### src/inc/power_mgmt_regs.svh
// offsets, field positions, reset values of the power management capability
// assumes a 12-bit configuration byte address and 32-bit register words
`ifndef POWER_MGMT_REGS_SVH
`define POWER_MGMT_REGS_SVH

// register byte addresses
`define PM_CAP_OFF        12'h0c0
`define PM_CSR_OFF        12'h0c4
`define PM_IRQ_STS_OFF    12'h0c8
`define PM_IRQ_MASK_OFF   12'h0cc

// capabilities word fields
`define PM_CAPABILITY_IDENTIFIER_LSB      0
`define PM_NXT_LSB        8
`define PM_REV_LSB        16
`define PM_CLKREQ_BIT     19
`define PM_SPECIAL_BIT    21
`define PM_AUX_LSB        22
`define PM_D1_BIT         25
`define PM_D2_BIT         26
`define PM_WSUP_LSB       27

// control and status word fields
`define PM_POWER_STATE_FIELD_LSB     0
`define PM_KEEPCTX_BIT    3
`define PM_WEN_BIT        8
`define PM_WSTS_BIT       15

// fixed values and reset values
`define PM_CAPABILITY_IDENTIFIER_VAL      8'h01
`define PM_NXT_RST        8'hd0
`define PM_REV_VAL        3'h3
`define PM_SPECIAL_RST    1'h0
`define PM_AUX_RST        3'h7
`define PM_WSUP_RST       5'h19
`define PM_POWER_STATE_FIELD_D0      2'h0
`define PM_POWER_STATE_FIELD_D3HOT   2'h3
`define PM_KEEPCTX_RST    1'h1
`define PM_WEN_RST        1'h0
`define PM_WSTS_RST       1'h0

// interrupt status bits
`define PM_IRQ_WAKE_BIT   0
`define PM_IRQ_POWER_STATE_FIELD_BIT 1
`define PM_IRQ_CTXRST_BIT 2
`define PM_IRQ_W          3

`endif

### src/inc/power_mgmt_pkg.sv
// types shared by the power management capability block
// assumes power_mgmt_regs.svh holds every number
package power_mgmt_pkg;

    // software register port, one request per cycle
    typedef struct packed {
        logic [11:0] addr;
        logic [31:0] wdata;
        logic        wr;
        logic        rd;
    } reg_req_t;

    // wake event inputs from the port logic
    typedef struct packed {
        logic own_wake;
        logic fwd_wake;
    } wake_in_t;

    // the whole state of the block, registered as one word
    typedef struct packed {
        logic [7:0]  next_ptr;
        logic        special_init;
        logic [2:0]  aux_code;
        logic [4:0]  wake_support;
        logic [1:0]  power_state_field;
        logic        keep_ctx;
        logic        wake_en;
        logic        wake_sts;
        logic [2:0]  irq_sts;
        logic [2:0]  irq_mask;
        logic [31:0] rdata;
        logic        irq;
        logic        wake_msg;
        logic        fwd_msg;
        logic        ctx_reset;
    } pm_state_t;

endpackage

### src/power_mgmt_capability_regs.sv
// power management capability registers of one switch port, with
// wake event handling and an interrupt over three block events
// assumes a plain register port in the sys_clk domain, read data a cycle
// later, and hot_reset, cfg_unlock and wake inputs synchronous to sys_clk
//
// The implementer's own choice: strobed register access.
`timescale 1ns/1ps
`include "power_mgmt_regs.svh"

module power_mgmt_capability_regs (
    input  wire logic                       sys_clk,
    input  wire logic                       rst,
    input  wire logic                       hot_reset,
    input  wire logic                       cfg_unlock,
    input  wire power_mgmt_pkg::reg_req_t   req,
    input  wire power_mgmt_pkg::wake_in_t   wake_in,
    output logic [31:0]                     rdata,
    output logic                            irq,
    output logic                            wake_msg_req,
    output logic                            fwd_msg_req,
    output logic                            ctx_reset_req,
    output logic [1:0]                      power_state
);

    power_mgmt_pkg::pm_state_t state;
    power_mgmt_pkg::pm_state_t next_state;

    // address match, used for every register in both directions
    function automatic logic hit(input logic [11:0] a,
                                 input logic [11:0] off);
        hit = (a == off);
    endfunction

    // assembled capabilities word; unlisted bits stay zero
    function automatic logic [31:0] cap_word(
            input power_mgmt_pkg::pm_state_t s);
        logic [31:0] w;
        w = 32'h0;
        w[`PM_CAPABILITY_IDENTIFIER_LSB +: 8] = `PM_CAPABILITY_IDENTIFIER_VAL;
        w[`PM_NXT_LSB +: 8]   = s.next_ptr;
        w[`PM_REV_LSB +: 3]   = `PM_REV_VAL;
        // clock and intermediate-state bits held zero
        w[`PM_CLKREQ_BIT]     = 1'b0;
        w[`PM_D1_BIT]         = 1'b0;
        w[`PM_D2_BIT]         = 1'b0;
        w[`PM_SPECIAL_BIT]    = s.special_init;
        w[`PM_AUX_LSB +: 3]   = s.aux_code;
        w[`PM_WSUP_LSB +: 5]  = s.wake_support;
        cap_word = w;
    endfunction

    // assembled control and status word
    function automatic logic [31:0] csr_word(
            input power_mgmt_pkg::pm_state_t s);
        logic [31:0] w;
        // data and bus power fields stay zero
        w = 32'h0;
        w[`PM_POWER_STATE_FIELD_LSB +: 2] = s.power_state_field;
        w[`PM_KEEPCTX_BIT]     = s.keep_ctx;
        w[`PM_WEN_BIT]         = s.wake_en;
        w[`PM_WSTS_BIT]        = s.wake_sts;
        csr_word = w;
    endfunction

    // next state: writes, events, hot reset and read data
    always_comb begin
        logic                    wr_cap;
        logic                    wr_csr;
        logic [1:0]              new_ps;
        logic [`PM_IRQ_W-1:0]    ev;
        wr_cap = req.wr && hit(req.addr, `PM_CAP_OFF);
        wr_csr = req.wr && hit(req.addr, `PM_CSR_OFF);
        new_ps = req.wdata[`PM_POWER_STATE_FIELD_LSB +: 2];
        ev     = '0;
        next_state = state;

        // lockable fields take register writes only while unlocked
        if (wr_cap && cfg_unlock) begin
            next_state.next_ptr     = req.wdata[`PM_NXT_LSB +: 8];
            next_state.special_init = req.wdata[`PM_SPECIAL_BIT];
        end
        // sticky capability fields are plain writable
        if (wr_cap) begin
            next_state.aux_code     = req.wdata[`PM_AUX_LSB +: 3];
            next_state.wake_support = req.wdata[`PM_WSUP_LSB +: 5];
        end

        next_state.ctx_reset = 1'b0;
        if (wr_csr) begin
            // reserved state codes leave the held state alone
            if (new_ps == `PM_POWER_STATE_FIELD_D0 || new_ps == `PM_POWER_STATE_FIELD_D3HOT) begin
                next_state.power_state_field = new_ps;
                if (new_ps != state.power_state_field) begin
                    ev[`PM_IRQ_POWER_STATE_FIELD_BIT] = 1'b1;
                end
                // context is dropped leaving D3hot unless kept
                if (state.power_state_field == `PM_POWER_STATE_FIELD_D3HOT &&
                    new_ps == `PM_POWER_STATE_FIELD_D0 && !state.keep_ctx) begin
                    next_state.ctx_reset = 1'b1;
                    ev[`PM_IRQ_CTXRST_BIT] = 1'b1;
                end
            end
            if (cfg_unlock) begin
                next_state.keep_ctx = req.wdata[`PM_KEEPCTX_BIT];
            end
            next_state.wake_en = req.wdata[`PM_WEN_BIT];
            if (req.wdata[`PM_WSTS_BIT]) begin
                next_state.wake_sts = 1'b0;
            end
        end

        // own wake sets status regardless of enable; set beats clear
        // forwarded wake is not considered here
        if (wake_in.own_wake) begin
            next_state.wake_sts = 1'b1;
            ev[`PM_IRQ_WAKE_BIT] = 1'b1;
        end
        next_state.wake_msg = wake_in.own_wake && state.wake_en;
        // forwarding is the bridge's job and needs no local enable
        next_state.fwd_msg  = wake_in.fwd_wake;

        // interrupt status: write one clears, a new event wins
        if (req.wr && hit(req.addr, `PM_IRQ_STS_OFF)) begin
            next_state.irq_sts = state.irq_sts &
                                 ~req.wdata[`PM_IRQ_W-1:0];
        end
        next_state.irq_sts = next_state.irq_sts | ev;
        if (req.wr && hit(req.addr, `PM_IRQ_MASK_OFF)) begin
            next_state.irq_mask = req.wdata[`PM_IRQ_W-1:0];
        end
        next_state.irq = |(next_state.irq_sts & next_state.irq_mask);

        // hot reset restores non-sticky fields only
        // wake enable, status and sticky capability fields untouched
        if (hot_reset) begin
            next_state.next_ptr     = `PM_NXT_RST;
            next_state.special_init = `PM_SPECIAL_RST;
            next_state.power_state_field       = `PM_POWER_STATE_FIELD_D0;
            next_state.keep_ctx     = `PM_KEEPCTX_RST;
            next_state.ctx_reset    = 1'b0;
        end

        // unmapped addresses and reserved bits read zero
        next_state.rdata = 32'h0;
        if (req.rd) begin
            if (hit(req.addr, `PM_CAP_OFF)) begin
                next_state.rdata = cap_word(state);
            end else if (hit(req.addr, `PM_CSR_OFF)) begin
                next_state.rdata = csr_word(state);
            end else if (hit(req.addr, `PM_IRQ_STS_OFF)) begin
                next_state.rdata = {29'h0, state.irq_sts};
            end else if (hit(req.addr, `PM_IRQ_MASK_OFF)) begin
                next_state.rdata = {29'h0, state.irq_mask};
            end
        end
    end

    // state register; fundamental reset loads every field
    always_ff @(posedge sys_clk or posedge rst) begin
        if (rst) begin
            state              <= '0;
            state.next_ptr     <= `PM_NXT_RST;
            state.special_init <= `PM_SPECIAL_RST;
            state.aux_code     <= `PM_AUX_RST;
            state.wake_support <= `PM_WSUP_RST;
            state.power_state_field       <= `PM_POWER_STATE_FIELD_D0;
            state.keep_ctx     <= `PM_KEEPCTX_RST;
            // of the resets, only fundamental reset clears the enable
            state.wake_en      <= `PM_WEN_RST;
            state.wake_sts     <= `PM_WSTS_RST;
        end else begin
            state <= next_state;
        end
    end

    // outputs straight from the state flops
    assign rdata         = state.rdata;
    assign irq           = state.irq;
    assign wake_msg_req  = state.wake_msg;
    assign fwd_msg_req   = state.fwd_msg;
    assign ctx_reset_req = state.ctx_reset;
    assign power_state   = state.power_state_field;

endmodule

### config.mk
export PLATFORM = sky130hd
export DESIGN_NAME = power_mgmt_capability_regs
export DESIGN_NICKNAME = d
export VERILOG_FILES = /design/src/inc/power_mgmt_pkg.sv /design/src/power_mgmt_capability_regs.sv
export VERILOG_INCLUDE_DIRS = /design/src /design/src/inc
export SDC_FILE = /design/constraint.sdc
export NUM_CORES = 1
export LEC_CHECK = 0
export BUFFER_PORTS_ARGS = -buffer_cell sky130_fd_sc_hd__buf_2
export CORE_MARGIN = 3
export CORE_UTILIZATION = 49
export CTS_CLUSTER_SIZE = 12
export DETAILED_ROUTE_END_ITERATION = 8
export PLACE_DENSITY = 0.91
export REMOVE_ABC_BUFFERS = 1
export SYNTH_ARGS = -nofsm -noshare
export SYNTH_HDL_FRONTEND = slang
export SYNTH_SLANG_ARGS = --single-unit
### constraint.sdc
create_clock -name sys_clk -period 2.2 [get_ports sys_clk]
set_input_delay 0.33 -clock sys_clk [delete_from_list [all_inputs] [get_ports sys_clk]]
set_output_delay 0.33 -clock sys_clk [all_outputs]
set_load 0.01 [all_outputs]
-- Word-level counts from Yosys, hierarchy flattened
Index checks and enable logic that the tools add are counted.
Widths: inputs -> output; s select.
- word-level logic and storage cells: 70
- register bits: 64
- output and inout bits: 38
- input bits: 52
- reduce and logical (&&, ||, !) cells: 21
- mux-type cells: 23
- bitwise gates (word level): 4
- equality and inequality tests: 7
- operators by type and width (operator ; number):
    $mux 32 ; 2
    $eq 12x8->1 const B ; 4
    $mux 9 ; 2
    $mux 16 ; 1
    $mux 3 ; 5
    $reduce_bool 2->1 ; 6
    $mux 1 ; 9
    $logic_and 1x1->1 ; 8
    $and 3x3->3 ; 2
    $mux 2 ; 3
    $reduce_and 2->1 ; 3
    $mux 5 ; 1
    $eq 2x2->1 const B ; 2
    $not 3->3 ; 1
    $or 3x3->3 ; 1
    $reduce_or 3->1 ; 1
    $logic_not 2->1 ; 1
    $ne 2x2->1 ; 1
    $logic_not 1->1 ; 1
    $logic_or 1x1->1 ; 1

-- Depth between registers and ports, before layout
- depth after elaboration: 9
- depth in mapped cells: 7
- mapped depth without buffers: 7

-- Worst setup path before layout
OpenSTA, ideal clock, no wires.
- path kind: input to register
- start: input port req[45] (netlist name)
- end: register state (netlist bit irq)
- cell stages on the path: 6
- arrival time: 1505 ps
- data required time: 2074 ps
- slack: 568 ps
- buffers on the path: 1
- cell sequence: nor4_4 -> and3_1 -> buf_6 -> nand3_2 -> a21o_1 -> a221o_1
- RTL lines (what ; RTL line ; RTL):
    start, declared ; power_mgmt_capability_regs.sv:15 ; input wire power_mgmt_pkg::reg_req_t req,
    end signal, assigned ; power_mgmt_capability_regs.sv:172 ; state <= next_state;
    end, declared ; power_mgmt_capability_regs.sv:25 ; power_mgmt_pkg::pm_state_t state;

-- Worst setup path in the final report
- start: input port req[45] (netlist name)
- end: register state[63] (netlist name)
- longest elaborated chain between the ends: 4
- ends and longest elaborated chain (what ; RTL line ; RTL):
    $eq 12x8->1 ; power_mgmt_capability_regs.sv:31 ; hit = (a == off);
    $logic_and 1x1->1 ; power_mgmt_capability_regs.sv:71 ; wr_cap = req.wr && hit(req.addr, `PM_CAP_OFF);
    $logic_and 1x1->1 ; power_mgmt_capability_regs.sv:78 ; if (wr_cap && cfg_unlock) begin
    $reduce_bool 2->1 (no line) ; n/a ;
No other way between the ends.
A chain may end at the register's enable or synchronous reset.

==> results.toml <==
[sta]
max_clock_freq_ghz = 0.543
setup_viol = 0
finalMaxSlewViolations = 0
hold_viol_final = 0
min_period_ns = 1.84
rsz0062_at_grt = "false"
period_share = 0.837
final.setup_skew_ns = 0.00454
worst_pin_slew_ns = 0.543
slew_headroom = 0.638
setup-tns-final_ns = 0

[synth]
syn_avg_cell_area_um2 = 11.8
yosys.area.top_type = "dfrtp_1"
ys.flop_type = "dfrtp_1"
async_flop_share = 1.00
synthTopCellsByArea = "dfrtp_1 (45%), dfstp_2 (11%), buf_4 (10%)"
ys.warnings.count = 0
synth_cell_types = 40
yosys_register_bits = 54
yosysSeqAreaShare = 0.551
synthesis.area_um2 = 2470
synth_edf_count = 0
synth_cells = 209
synth_top_area_share = 0.445

[finish]
instances_no_fill = 322
area_growth_pct = 11.3
diodes = 0
seq_area_um2 = 1360
drive_gt1_frac = 0.427
n_fill_cell = 436
stdcell_area_um2 = 2750
layout_common_cells = "buf_2 (69), dfrtp_1 (44), nor2_1 (19)"
fin_util = 0.575
num-nets-final = 307
multi_input_area_um2 = 807
final_common_cell = "buf_2"

[worst_setup_path]
reg2reg_from = "power_state[1]"
crit_required_ns = 2.43
critPathKind = "input port to flip-flop"
path_cells = "buf_2 > nor4_4 > and3_1 > nand4_2 > a211o_1"
critPathLaunch = "req[45]"
reg2reg_depth = 4
crit_path_top_delay_cell = "and3_1"
path_depth = 5
crit_path_end_kind = "flip-flop"
r2r_end = "irq"
crit_path_start_kind = "input port"
endpoint = "state[63]"
path_max_fanout = 12
cp_slowest_stage_delay_ns = 0.48
arrival_ns = 2.07
path_buf_inv = 1
critPathTopFamily = "simple AND/OR/NAND/NOR gates"
rrSetupSlack_ns = 0.93

[floorplanning]
core_area_um2 = 4790
rows = 25
start_util = 0.517
design.die.area_um2 = 5940
dieHeight_um = 77.1
ios = 90
die_x_um = 77.1

[routing]
wirelength_um = 4380
wl_per_cell_um = 13.6
drtIter0Drc = 86
postRouteAntennaNets = 0
vias = 1536
via_per_inst = 4.77
drc = 0
firstDrtPassIters = 4

[global_routing]
grt_pass1_vias = 1491
grt-ovfl-total = 0
grt_use_total = 0.154
antenna_found_initial = 0
grt_max_degree = 29
grt_pass1_wl_um = 7150

[power_and_ir_drop]
p_clk_frac = 0.331
switching_share = 0.219
irDropWorstVdd_uv = 290
p_sw_mw = 0.362
intPower_mw = 1.29
pwr-share-seq = 0.602
power_density_nw_per_um2 = 601
comb_power_share = 0.066
power_mw = 1.65
leakage_nw = 1.52

[clock_network]
cts_made_buffers = 5
clock_sinks = 54
clkTransAtPathRegs_ns = 0.09
postCtsHoldBufs = 0
cts_root_buf = "clkbuf_8"
clk_latency_ns = 0.30
cts_setup_buffers = 0
htree_levels = 2
cts_tree = "yes"
clk_path_buf_depth = 2
cts_resized = 0

[worst_hold_path]
hold_class = "input port to asynchronous set/reset pin"

[run]
max_cap_violations = 0

[placement]
placed_cell_area_um2 = 2660
place.gp.congestion = 0.883
io_buffers = 69
dp_hpwl_um = 3270
place_inst = 314

[run_status]
outcome = "complete, no violations"
==> stage by stage <==
stage / worst slack [ns] / hold slack [ns]
global placement: 0.0699 / 0.404
floorplan: 0.401 / 0.361
finish: 0.359 / 0.0709
CTS: 0.349 / 0.0888
global route: 0.173 / 0.101
detailed placement: 0.0355 / 0.411
==> cell families (layout without fill, tap and decap cells) <==
logic type | Yosys count | in the layout | share of synthesized area
AND/OR/NAND/NOR | 63 | 63 | 0.158
AO/OA/AOI/OAI | 15 | 15 | 0.0435
buffers and inverters | 50 | 88 | 0.135
flip-flops | 54 | 54 | 0.551
XOR/XNOR | 2 | 2 | 0.00708
adder cells (fa/ha/maj) | 1 | 1 | 0.00506
multiplexers | 23 | 23 | 0.0991
other | 1 | 9 | 0.00152
==> cell type report <==
| type | instances | share of cell area |
|---|---|---|
| sequential | 54 | 0.495 |
| clock inverter | 1 | 0.00182 |
| clock buffer | 7 | 0.0314 |
| multi-input combinational | 113 | 0.293 |
| tap | 67 | 0.0305 |
| inverter | 9 | 0.0123 |
| timing repair buffer | 71 | 0.135 |
==> cells in the mapped netlist (2+ instances only) <==
master	count
buf_6	2
a21oi_1	3
nand4_1	4
nor3_1	3
and3_1	3
buf_1	2
buf_2	2
dfrtp_1	44
nor2_1	19
and2_1	16
nand2_1	4
xnor2_1	2
buf_4	34
mux2_2	12
nor3b_1	2
inv_1	9
a211o_1	4
dfstp_2	10
nand3_2	2
mux2i_1	11
a21o_1	2
==> worst min-delay path by stage <==
stage	from	end	slack (ns)	cells past startpoint
after global placement	rst	rdata[1]	0.40	2
after floorplan	wake_in[0]	fwd_msg_req	0.36	0
final	rst	rdata[1]	0.07	2
after global routing	rst	fwd_msg_req	0.10	2
after detailed placement	rst	rdata[1]	0.41	2
after CTS	rst	rdata[1]	0.09	2
==> per-layer routing <==
layer	track usage	vias to the layer above	wire length (µm)
met5	0	-	0
met4	0.0534	0	41
met3	0.0364	2	231
met2	0.254	44	2240
li1	-	742	-
met1	0.200	748	1870
==> state kept, by name (all words and copies together) (netlist names) <==
name,flops
irq,1
power_state,2
state,26
rdata,22
fwd_msg_req,1
wake_msg_req,1
ctx_reset_req,1
==> power groups by stage <==
stage          Clock, mW  Combinational (mW)  Sequential [mW]
2_1_floorplan          0              0.0412             1.02
3_3_place_gp           0               0.109             1.01
3_5_place_dp           0               0.111             1.02
4_1_cts            0.566               0.111            0.996
5_1_grt            0.611               0.123            0.997
6_report           0.548               0.110            0.996
==> worst reg2reg max path: stages (launching register included) <==
cell and delay (ns):
dfrtp_1 0.44, xnor2_1 0.18, a21oi_1 0.10, o21a_1 0.18, a221o_1 0.26
(Power assumes the default switching activity.)
